$ cat src/rtl/lss_pkg.sv
// Purpose: Shared constants and types for the link status lamp block
// Assumes: 200 MHz system clock, APB register access
// Notes: Lamp patterns are counted in 100 ms timebase ticks
package lss_pkg;
  // Clock and timebase
  localparam int CLK_MHZ = 200;
  localparam int TICK_MS = 100;
  localparam int TICK_CYCLES = CLK_MHZ * 1000 * TICK_MS;
  // Lamp intervals in ms, as printed
  localparam int OOF_ON_MS = 100;
  localparam int OOF_OFF_MS = 100;
  localparam int NN_ON_MS = 500;
  localparam int NN_OFF_MS = 500;
  localparam int ACT_ON_MS = 2000;
  localparam int ACT_OFF_MS = 200;
  // Same intervals in timebase ticks
  localparam int TW = 5;
  localparam logic [TW-1:0] OOF_ON_TICKS = TW'(OOF_ON_MS / TICK_MS);
  localparam logic [TW-1:0] OOF_OFF_TICKS = TW'(OOF_OFF_MS / TICK_MS);
  localparam logic [TW-1:0] NN_ON_TICKS = TW'(NN_ON_MS / TICK_MS);
  localparam logic [TW-1:0] NN_OFF_TICKS = TW'(NN_OFF_MS / TICK_MS);
  localparam logic [TW-1:0] ACT_ON_TICKS = TW'(ACT_ON_MS / TICK_MS);
  localparam logic [TW-1:0] ACT_OFF_TICKS = TW'(ACT_OFF_MS / TICK_MS);
  // Register byte offsets
  localparam logic [7:0] ADDR_CTRL = 8'h00;
  localparam logic [7:0] ADDR_STATUS = 8'h04;
  localparam logic [7:0] ADDR_IRQ_STAT = 8'h08;
  localparam logic [7:0] ADDR_IRQ_MASK = 8'h0c;
  localparam logic [7:0] ADDR_ERR_LOG = 8'h10;
  // Control fields
  localparam int CTRL_ALARM = 0;
  localparam int CTRL_TEST = 1;
  localparam int CTRL_ACTIVE = 2;
  localparam int CTRL_MASTER = 3;
  localparam int CTRL_REMOTE = 4;
  localparam int CTRL_DROP_EN = 5;
  localparam int CTRL_W = 6;
  localparam logic [CTRL_W-1:0] CTRL_RST = 6'h00;
  // Event fields of status and mask
  localparam int EV_OOF = 0;
  localparam int EV_NN = 1;
  localparam int EV_SLIP = 2;
  localparam int EV_SURV = 3;
  localparam int EV_DROP = 4;
  localparam int EV_W = 5;
  localparam logic [EV_W-1:0] EV_RST = 5'h00;
  // Logged error codes
  localparam logic [10:0] ERR_OOF_LINK = 11'h301;
  localparam logic [10:0] ERR_OOF_LOOP = 11'h302;
  localparam logic [10:0] ERR_NO_NEIGHBOR = 11'h501;
  localparam logic [10:0] ERR_RST = 11'h000;
  // Input pins, synchronised as one vector
  localparam int LNK_W = 8;
  typedef struct packed {
    logic oof;
    logic neighbor;
    logic slip;
    logic clk_oos;
    logic closure;
    logic main_up;
    logic remote_up;
    logic hold;
  } lss_link_type;
  typedef struct packed {
    logic red;
    logic green;
    logic yellow;
    logic survive;
  } lss_lamp_type;
  typedef enum logic [1:0] {MODE_NORMAL, MODE_SURVIVE, MODE_EMERG} lss_mode_type;
  typedef enum logic [2:0] {YEL_OFF, YEL_ON, YEL_OOF, YEL_NN, YEL_ACT} lss_yel_type;
endpackage

$ cat src/rtl/lss_timebase.sv
// Purpose: Divides the system clock down to the lamp timebase tick
// Assumes: CYCLES of at least 2
// Notes: Tick is a one-cycle pulse every CYCLES clocks
`timescale 1ns/10ps
module lss_timebase #(
  parameter int CYCLES = 20000000
) (
  input wire logic clk,  // System clock
  input wire logic arst_n,  // Async reset, active low
  output logic tick  // One-cycle pulse per period
);
  localparam int CW = $clog2(CYCLES);
  localparam logic [CW-1:0] LAST = CW'(CYCLES - 1);
  logic [CW-1:0] cnt_q;
  logic [CW-1:0] cnt_d;
  logic wrap;

  assign wrap = (cnt_q == LAST);
  assign cnt_d = wrap ? '0 : cnt_q + 1'b1;

  always_ff @(posedge clk or negedge arst_n) begin
    if (!arst_n) begin
      cnt_q <= '0;
      tick <= 1'b0;
    end else begin
      cnt_q <= cnt_d;
      tick <= wrap;
    end
  end
endmodule

$ cat src/rtl/lss_top.sv
// Purpose: Lamp indication and survive supervision of a fiber link interface
// Assumes: APB slave, one wait state on every access
// Notes: All yellow patterns share one 100 ms timebase
`timescale 1ns/10ps
module lss_top
  import lss_pkg::*;
#(
  parameter int TICK_CYC = TICK_CYCLES
) (
  input wire logic CLK_SYS,  // System clock
  input wire logic ARST_N,  // Async reset, active low
  input wire logic PSEL,  // APB select
  input wire logic PENABLE,  // APB enable
  input wire logic PWRITE,  // APB direction
  input wire logic [7:0] PADDR,  // APB byte address
  input wire logic [31:0] PWDATA,  // APB write data
  output logic [31:0] PRDATA,  // APB read data
  output logic PREADY,  // APB ready
  output logic PSLVERR,  // APB error, unmapped address
  input wire logic RX_OOF,  // Fiber receiver out of frame
  input wire logic NEIGHBOR_OK,  // Far end interface answers
  input wire logic SLIP_DET,  // Synchronisation slip seen
  input wire logic CLK_OOS,  // Link clock out of spec
  input wire logic SURV_CLOSURE,  // Survive control lead closed to return
  input wire logic MAIN_LINK_UP,  // Main side link up
  input wire logic REMOTE_LINK_UP,  // Remote side link up
  input wire logic HOLD_RST,  // Maintenance unit holds reset
  output logic LED_RED,  // Red lamp
  output logic LED_GREEN,  // Green lamp
  output logic LED_YELLOW,  // Yellow lamp
  output logic LED_SURVIVE,  // Survive mode lamp
  output logic LOOPBACK_EN,  // Fiber looped back to main side
  output logic LINK_EN,  // Link may come up
  output logic LINK_DROP,  // Link dropped for bad clock
  output logic [1:0] MODE,  // Operating mode
  output logic IRQ  // Level interrupt
);
  // Input synchroniser
  logic [LNK_W-1:0] raw;
  logic [LNK_W-1:0] meta_q;
  logic [LNK_W-1:0] sync_q;
  lss_link_type lnk;
  lss_link_type lnk_prev_q;

  assign raw = {RX_OOF, NEIGHBOR_OK, SLIP_DET, CLK_OOS, SURV_CLOSURE, MAIN_LINK_UP,
                REMOTE_LINK_UP, HOLD_RST};
  assign lnk = lss_link_type'(sync_q);

  always_ff @(posedge CLK_SYS or negedge ARST_N) begin
    if (!ARST_N) begin
      meta_q <= '0;
      sync_q <= '0;
      lnk_prev_q <= '0;
    end else begin
      meta_q <= raw;
      sync_q <= meta_q;
      lnk_prev_q <= lnk;
    end
  end

  // Registers
  logic [CTRL_W-1:0] ctrl_q;
  logic [EV_W-1:0] ev_stat_q;
  logic [EV_W-1:0] ev_mask_q;
  logic [10:0] err_q;
  logic [31:0] prdata_q;
  logic pready_q;
  logic pslverr_q;

  // APB decode
  logic setup_acc;
  logic wait_acc;
  logic wr_fire;
  logic hit_ctrl;
  logic hit_status;
  logic hit_stat;
  logic hit_mask;
  logic hit_err;
  logic hit_any;
  logic [31:0] rd_mux;
  logic [31:0] status_word;

  assign setup_acc = PSEL && !PENABLE;
  assign wait_acc = PSEL && PENABLE && !pready_q;
  assign wr_fire = PSEL && PENABLE && pready_q && PWRITE;
  assign hit_ctrl = (PADDR == ADDR_CTRL);
  assign hit_status = (PADDR == ADDR_STATUS);
  assign hit_stat = (PADDR == ADDR_IRQ_STAT);
  assign hit_mask = (PADDR == ADDR_IRQ_MASK);
  assign hit_err = (PADDR == ADDR_ERR_LOG);
  assign hit_any = hit_ctrl || hit_status || hit_stat || hit_mask || hit_err;

  // Control field views
  logic alarm;
  logic test_run;
  logic active;
  logic master;
  logic remote;
  logic drop_en;

  assign alarm = ctrl_q[CTRL_ALARM];
  assign test_run = ctrl_q[CTRL_TEST];
  assign active = ctrl_q[CTRL_ACTIVE];
  assign master = ctrl_q[CTRL_MASTER];
  assign remote = ctrl_q[CTRL_REMOTE];
  assign drop_en = ctrl_q[CTRL_DROP_EN];

  // Mode from the two link states
  lss_mode_type mode_d;
  logic survive;
  logic remote_idle;

  assign mode_d = (!lnk.main_up && lnk.remote_up) ? MODE_SURVIVE :
                  (!lnk.main_up && !lnk.remote_up) ? MODE_EMERG : MODE_NORMAL;
  assign survive = lnk.closure;
  assign remote_idle = remote && !survive;

  // Yellow pattern selection, highest first
  lss_yel_type sel_d;
  lss_yel_type sel_q;
  logic no_neighbor;

  assign no_neighbor = !lnk.neighbor || remote_idle;
  assign sel_d = lnk.oof ? YEL_OOF :
                 no_neighbor ? YEL_NN :
                 !active ? YEL_OFF :
                 master ? YEL_ACT : YEL_ON;

  // Blink phase on the shared timebase
  logic tick;
  logic ph_on_q;
  logic [TW-1:0] ph_cnt_q;
  logic [TW-1:0] ph_cnt_inc;
  logic [TW-1:0] on_len;
  logic [TW-1:0] off_len;
  logic [TW-1:0] cur_len;
  logic ph_end;
  logic yel_d;

  lss_timebase #(
    .CYCLES(TICK_CYC)
  ) u_timebase (
    .clk(CLK_SYS),
    .arst_n(ARST_N),
    .tick(tick)
  );

  assign on_len = (sel_q == YEL_OOF) ? OOF_ON_TICKS :
                  (sel_q == YEL_NN) ? NN_ON_TICKS : ACT_ON_TICKS;
  assign off_len = (sel_q == YEL_OOF) ? OOF_OFF_TICKS :
                   (sel_q == YEL_NN) ? NN_OFF_TICKS : ACT_OFF_TICKS;
  assign cur_len = ph_on_q ? on_len : off_len;
  assign ph_cnt_inc = ph_cnt_q + 1'b1;
  assign ph_end = tick && (ph_cnt_inc >= cur_len);

  always_comb begin
    case (sel_q)
      YEL_OFF: yel_d = 1'b0;
      YEL_ON: yel_d = 1'b1;
      YEL_OOF: yel_d = ph_on_q;
      YEL_NN: yel_d = ph_on_q;
      YEL_ACT: yel_d = ph_on_q;
      default: yel_d = 1'b0;
    endcase
  end

  always_ff @(posedge CLK_SYS or negedge ARST_N) begin
    if (!ARST_N) begin
      sel_q <= YEL_OFF;
      ph_on_q <= 1'b1;
      ph_cnt_q <= '0;
    end else begin
      sel_q <= sel_d;
      if (sel_d != sel_q) begin
        ph_on_q <= 1'b1;
        ph_cnt_q <= '0;
      end else if (ph_end) begin
        ph_on_q <= !ph_on_q;
        ph_cnt_q <= '0;
      end else if (tick) begin
        ph_cnt_q <= ph_cnt_inc;
      end
    end
  end

  // Events
  logic oof_rise;
  logic nn_now;
  logic nn_prev;
  logic nn_rise;
  logic drop_now;
  logic [EV_W-1:0] ev_set;
  logic [EV_W-1:0] ev_clr;

  assign oof_rise = lnk.oof && !lnk_prev_q.oof;
  assign nn_now = !lnk.oof && !lnk.neighbor;
  assign nn_prev = !lnk_prev_q.oof && !lnk_prev_q.neighbor;
  assign nn_rise = nn_now && !nn_prev;
  assign drop_now = drop_en && lnk.clk_oos;
  assign ev_set[EV_OOF] = oof_rise;
  assign ev_set[EV_NN] = nn_rise;
  assign ev_set[EV_SLIP] = lnk.slip && !lnk_prev_q.slip;
  assign ev_set[EV_SURV] = lnk.closure && !lnk_prev_q.closure;
  assign ev_set[EV_DROP] = drop_now && !LINK_DROP;
  assign ev_clr = (wr_fire && hit_stat) ? PWDATA[EV_W-1:0] : '0;

  // Status word
  assign status_word = {18'h00000, mode_d, sel_q, LINK_EN, LOOPBACK_EN, lnk.hold,
                        lnk.neighbor, lnk.oof, LED_SURVIVE, LED_YELLOW, LED_GREEN, LED_RED};
  assign rd_mux = hit_ctrl ? {26'h0000000, ctrl_q} :
                  hit_status ? status_word :
                  hit_stat ? {27'h0000000, ev_stat_q} :
                  hit_mask ? {27'h0000000, ev_mask_q} :
                  hit_err ? {21'h000000, err_q} : 32'h00000000;

  // APB slave
  always_ff @(posedge CLK_SYS or negedge ARST_N) begin
    if (!ARST_N) begin
      pready_q <= 1'b0;
      pslverr_q <= 1'b0;
      prdata_q <= 32'h00000000;
    end else begin
      pready_q <= wait_acc;
      pslverr_q <= wait_acc && !hit_any;
      if (wait_acc && !PWRITE) begin
        prdata_q <= rd_mux;
      end
    end
  end

  always_ff @(posedge CLK_SYS or negedge ARST_N) begin
    if (!ARST_N) begin
      ctrl_q <= CTRL_RST;
      ev_mask_q <= EV_RST;
      ev_stat_q <= EV_RST;
    end else begin
      if (wr_fire && hit_ctrl) begin
        ctrl_q <= PWDATA[CTRL_W-1:0];
      end
      if (wr_fire && hit_mask) begin
        ev_mask_q <= PWDATA[EV_W-1:0];
      end
      ev_stat_q <= (ev_stat_q & ~ev_clr) | ev_set;
    end
  end

  // Error log, last condition seen
  always_ff @(posedge CLK_SYS or negedge ARST_N) begin
    if (!ARST_N) begin
      err_q <= ERR_RST;
    end else if (oof_rise) begin
      err_q <= survive ? ERR_OOF_LOOP : ERR_OOF_LINK;
    end else if (nn_rise) begin
      err_q <= ERR_NO_NEIGHBOR;
    end
  end

  // Registered outputs
  lss_lamp_type lamp_d;

  assign lamp_d.red = alarm || lnk.hold;
  assign lamp_d.green = test_run;
  assign lamp_d.yellow = yel_d && !lnk.hold;
  assign lamp_d.survive = survive;

  always_ff @(posedge CLK_SYS or negedge ARST_N) begin
    if (!ARST_N) begin
      LED_RED <= 1'b0;
      LED_GREEN <= 1'b0;
      LED_YELLOW <= 1'b0;
      LED_SURVIVE <= 1'b0;
      LOOPBACK_EN <= 1'b0;
      LINK_EN <= 1'b0;
      LINK_DROP <= 1'b0;
      MODE <= 2'h0;
      IRQ <= 1'b0;
    end else begin
      LED_RED <= lamp_d.red;
      LED_GREEN <= lamp_d.green;
      LED_YELLOW <= lamp_d.yellow;
      LED_SURVIVE <= lamp_d.survive;
      LOOPBACK_EN <= survive;
      LINK_EN <= !lnk.hold && !remote_idle && !drop_now;
      LINK_DROP <= drop_now;
      MODE <= mode_d;
      IRQ <= |(ev_stat_q & ev_mask_q);
    end
  end

  assign PRDATA = prdata_q;
  assign PREADY = pready_q;
  assign PSLVERR = pslverr_q;
endmodule
$ cat config.mk
export PLATFORM = sky130hd
export DESIGN_NAME = lss_top
export DESIGN_NICKNAME = d
export VERILOG_FILES = /design/src/rtl/lss_pkg.sv /design/src/rtl/lss_timebase.sv /design/src/rtl/lss_top.sv
export SDC_FILE = /design/constraint.sdc
export NUM_CORES = 1
export LEC_CHECK = 0
export BUFFER_PORTS_ARGS = -buffer_cell sky130_fd_sc_hd__buf_2
export CAP_MARGIN = 20
export CELL_PAD_IN_SITES_DETAIL_PLACEMENT = 1
export CELL_PAD_IN_SITES_GLOBAL_PLACEMENT = 1
export CORE_MARGIN = 1.5
export CORE_UTILIZATION = 45
export CTS_CLUSTER_SIZE = 8
export DETAILED_ROUTE_END_ITERATION = 8
export GPL_ROUTABILITY_DRIVEN = 1
export HOLD_SLACK_MARGIN = 0.08
export MAX_ROUTING_LAYER = met4
export PLACE_DENSITY_LB_ADDON = 0.1
export REMOVE_ABC_BUFFERS = 1
export SLEW_MARGIN = 0
export SYNTH_ARGS = -nofsm -noshare
export SYNTH_HDL_FRONTEND = slang
export SYNTH_SLANG_ARGS = --single-unit
$ cat constraint.sdc
create_clock -name CLK_SYS -period 3.6 [get_ports CLK_SYS]
set_input_delay 0.72 -clock CLK_SYS [delete_from_list [all_inputs] [get_ports CLK_SYS]]
set_output_delay 0.72 -clock CLK_SYS [all_outputs]
set_load 0.02 [all_outputs]
# After elaboration in Yosys (flattened, before gate mapping)
# Index checks and enable logic that the tools add are counted.
# totals
register_bits	124
in_bits	53
# classes
n_addsub	2
order_cmp	1
eq_ne	10
muxes	27
bitwise_logic	4
n_reduce_logical	54
# op_table
op	count
2-to-1 mux 11 bit	5
2-to-1 mux 5 bit	7
2-to-1 mux 14 bit	2
adder 25 x 1 -> 25 bit, second input constant	1
equality test 25 bit, second input constant	1
2-to-1 mux 25 bit	1
logical AND 1 bit	24
zero test 1 bit	18
2-to-1 mux 3 bit	6
equality test 8 x 4 -> 1 bit, second input constant	2
bitwise AND 5 bit	2
equality test 8 x 3 -> 1 bit, second input constant	1
equality test 8 x 5 -> 1 bit, second input constant	1
zero test 8 bit	1
equality test 3 x 2 -> 1 bit, second input constant	2
logical OR 1 bit	6
2-to-1 mux 2 bit	3
adder 5 x 1 -> 5 bit, second input constant	1
>= comparator 5 bit	1
inverter 5 bit	1
OR 5 bit	1
OR reduction 5 bit	1
nonzero test 2 bit	2
equality test 3 x 1 -> 1 bit, second input constant	1
6 further kinds	7

# Logic depth before layout (Yosys ltp)
# depth
word_depth	8
depth_mapped	9

# By module
# A second synthesis with hierarchy kept.
# hier_totals
cells_unflattened	374
area_unflattened_um2	4493.1
# modules_own_cells
module	n_inst	cells_each	area_each_um2	seq_area_each_um2
lss_top	1	261	3190.6	1853.0
lss_timebase	1	113	1302.5	650.6

# Least setup slack after synthesis
# No wires, ideal clock.
# synth_timing
kind	input to register
startpoint	in PADDR[1]
endpoint	reg ev_mask_q[0]
setup_time_ps	125
t_arrival_ps	2040
t_required_ps	3475
slack_ps	1435
stages	4
path_cell_list	or4_4 nor4_4 nand3_1 mux2_2
# synth_via
elab_chain_len	2
# synth_lines
element	line	rtl
start: declaration	lss_top.sv:15	input wire logic [7:0] PADDR,
equality test 8 x 4 -> 1 bit	lss_top.sv:89	assign hit_mask = (PADDR == ADDR_IRQ_MASK);
logical AND 1 bit	lss_top.sv:240	if (wr_fire && hit_mask) begin
end signal: assignment	lss_top.sv:241	ev_mask_q <= PWDATA[EV_W-1:0];
end: declaration	lss_top.sv:64	logic [EV_W-1:0] ev_mask_q;
# No other way between the ends.
# A chain may end at the register's enable or synchronous reset.

# Final worst setup path
# layout_timing
startpoint	reg sel_q[2]
endpoint	reg ph_cnt_q[2]
# layout_via
elab_chain_len	8
word_cells_on_any_way	13
cone_classes	order compare: 1; eq/ne: 3; mux: 7; reduce/logical: 2
# layout_lines
element	line	rtl
start: declaration	lss_top.sv:120	lss_yel_type sel_q;
start signal: assignment	lss_top.sv:173	sel_q <= sel_d;
equality test 3 x 2 -> 1 bit	lss_top.sv:149, lss_top.sv:151	
2-to-1 mux 3 bit or 2-to-1 mux 5 bit (tied branches)	lss_top.sv:151, lss_top.sv:149	
2-to-1 mux 3 bit or 2-to-1 mux 5 bit (tied branches)	lss_top.sv:150, lss_top.sv:148	
2-to-1 mux 5 bit	lss_top.sv:152	assign cur_len = ph_on_q ? on_len : off_len;
>= comparator 5 bit	lss_top.sv:154	assign ph_end = tick && (ph_cnt_inc >= cur_len);
logical AND 1 bit	lss_top.sv:154	
2-to-1 mux 5 bit	lss_top.sv:177	end else if (ph_end) begin
2-to-1 mux 5 bit	lss_top.sv:174	if (sel_d != sel_q) begin
end signal: assignment	lss_top.sv:181	ph_cnt_q <= ph_cnt_inc;
end: declaration	lss_top.sv:132	logic [TW-1:0] ph_cnt_q;
# Several ways; a longest one is shown, not always the timed one.

==> reports/qor.csv <==
metric,value,unit
WP data arrival,2.57,ns
DR vias,2999,
largest net degree at the start of global routing,85,
sequential cell area fraction in the yosys report,0.5770,
die area,10240,um^2
1st-iter DRT viols,118,
Num CTS Buffers,9,
Total GRT Usage,0.2072,
Worst-path clk slew,0.10,ns
leading area contributor after synthesis,dfrtp_1,
Buf/Inv on CP,0,
Post-CTS Setup Inserts,0,
"slowest stage delay, CP",0.45,ns
# clock sinks,100,
mapped cell area,4339,um^2
post-DP HPWL,6525,um
TNS Setup,0,ns
Max VDD drop,0.1616,mV
Yosys top cell area share,0.5709,
YS warnings,0,
Slew Limit Fails,0,
worst relative slew slack,0.3950,
final core utilization,0.5286,
Pre-Repair DR Iteration Count,4,
number of distinct library cells after synthesis,50,
vias in the first global route,3059,
# DRC,0,
crit path max fanout,6,
Final Hold Vio Count,0,
synthesis-to-finish area growth,13.09,%
RSZ-0062 raised after global routing,false,
# diodes,0,
Tcrit/Tclk final,0.6385,
CTS tree,built,
"delay-heaviest family, CP",compound AO/OA/AOI/OAI gates,
"Worst Path Class, Setup",reg -> reg,
H-tree Lvls,3,
clock skew,0.01204,ns
cts hold-fix bufs,0,
Post-synth EDFFs,0,
total gr overflow,0,
"count leader, synth",dfrtp_1,
Wirelength per Cell,16.17,um
Clock Root Buffer,clkbuf_8,
Async SR Flop Fraction,1.000,
Post-Route WL,9184,um
prevailing post-synth register cell,dfrtp_1,
Skew-Pair Late Insertion Delay,0.37,ns
die width,101.2,um
layout cells sized above 1,0.2118,
# Max-Cap Violations,0,
antenna violations before repair,0,
# resized after CTS,0,
HP Class,in -> async,
global-route wire length before repair,15660,um
Detail Route Antenna Nets,0,
Initial Util,0.4674,
CP startpoint kind,register,
CP most frequent cell,o21ai_0,
Power Dens Cells,413.8,nW/um^2
"Cell Chain, Critical Path",nand2b_1 -> nand2_1 -> a21boi_0 -> ha_1 -> o21ai_0 -> o21ai_0 -> o22ai_1 -> nor2_1 -> nor4_1,
Core ar.,9284,um^2
post-layout net count,493,
Setup Viol. Count Final,0,
slew at the pin closest to its max-slew limit,0.9026,ns
top-level I/O count,97,
synthesized area per cell,11.54,um^2
I/O Buffers,52,
r2r setup slk,1.30,ns
status,"complete, no violations",
Crit-path slowest cell,dfrtp_1,
required time worst endpoint,3.87,ns
DR vias/cell,5.280,
"top cells by area, synth","dfrtp_1 (57%), xnor2_1 (3.6%), mux2_2 (3.4%), buf_4 (3.3%), nand2_1 (2.8%)",
post-synthesis cell count,376,
post-route minimum period,2.299,ns
synth cell count leaders,"dfrtp_1 (99), nand2_1 (32), nor2_1 (32)",
leakage power,2.317,nW
Die H,101.2,um
clk buf depth,2,
Yosys reg bits,100,
GP Congestion,0.7730,
max frequency,435.0,MHz
Row Count,35,
Setup crit end kind,register,
cell type report:
| cell class | instances | area, um^2 |
|---|---|---|
| multi-input combinational | 258 | 1699 |
| inverter | 10 | 37.54 |
| clock inverter | 6 | 72.57 |
| sequential | 100 | 2504 |
| tap | 129 | 161.4 |
| timing repair buffer | 55 | 305.3 |
| clock buffer | 10 | 127.6 |
| fill | 1037 | 4377 |
logic make-up after synthesis:
family	share of synthesized area
compound gates	0.07815
xor+xnor	0.05248
fa+ha+maj	0.01730
buf+inv	0.04729
flops	0.5770
mux	0.05392
other cells	0.0008642
simple gates	0.1730
where the power goes:
part / switching (W) / total [W] / leakage (nW) / internal [W]
sequential: 0.0000175 / 0.00116 / 1.28 / 0.00115
combinational: 0.0000907 / 0.000133 / 0.938 / 0.0000418
clock: 0.000405 / 0.000734 / 0.0975 / 0.000329
total: 0.000513 / 0.00203 / 2.32 / 0.00152
routing by layer:
| layer | vias up | GRT usage | wire length [um] |
|---|---|---|---|
| met5 | - | - | 0 |
| met4 | 0 | 0.06517 | 112 |
| met3 | 9 | 0.04417 | 370 |
| met2 | 62 | 0.3361 | 4595 |
| met1 | 1524 | 0.2616 | 4105 |
| li1 | 1404 | - | - |
cells in the final DEF (no fill, tap or decap), types with 6 or more instances in the layout:
| master | instances |
|---|---|
| nor4_1 | 6 |
| nor2_1 | 32 |
| nand4_1 | 8 |
| nand2_1 | 32 |
| conb_1 | 18 |
| ha_1 | 6 |
| dfrtp_1 | 99 |
| mux2_2 | 13 |
| a21oi_1 | 8 |
| buf_2 | 51 |
| o21ai_0 | 9 |
| xnor2_1 | 18 |
| a22o_1 | 9 |
| inv_1 | 10 |
| xor2_1 | 8 |
| clkbuf_8 | 9 |
| nor3_1 | 7 |
| nand3_1 | 20 |
registers in the layout (all words and copies together), names as in the netlist, 5 cells and up:
name              flops
u_timebase.cnt_q     25
PRDATA               14
lnk                   8
meta_q                8
ctrl_q                6
err_q                 5
ev_mask_q             5
ev_stat_q             5
ph_cnt_q              5
final timing paths:
path | startpoint | to | cells past startpoint
worst max-delay path | sel_q[2] | ph_cnt_q[2] | 9
worst min-delay path | ARST_N | MODE[1] | 1
worst max register to register | sel_q[2] | ph_cnt_q[2] | 9
worst min register to register | meta_q[7] | lnk[7] | 0
max in group asynchronous | ARST_N | LED_YELLOW | 3
min in group CLK_SYS | meta_q[7] | lnk[7] | 0
per-stage QoR:
stage | area, um^2 | cells | hold WS, ns | power [W] | worst slack [ns]
floorplan | 4235 | 368 | 0.3312 | 0.001245 | 1.446
global placement | 4679 | 551 | 0.3333 | 0.001312 | 1.143
detailed placement | 4679 | 551 | 0.3364 | 0.001317 | 1.118
CTS | 4880 | 567 | 0.3496 | 0.002057 | 1.284
global route | 4907 | 568 | 0.2242 | 0.002126 | 1.024
finish | 4907 | 568 | 0.2300 | 0.002031 | 1.301
Power figures use the tool's default switching activity.
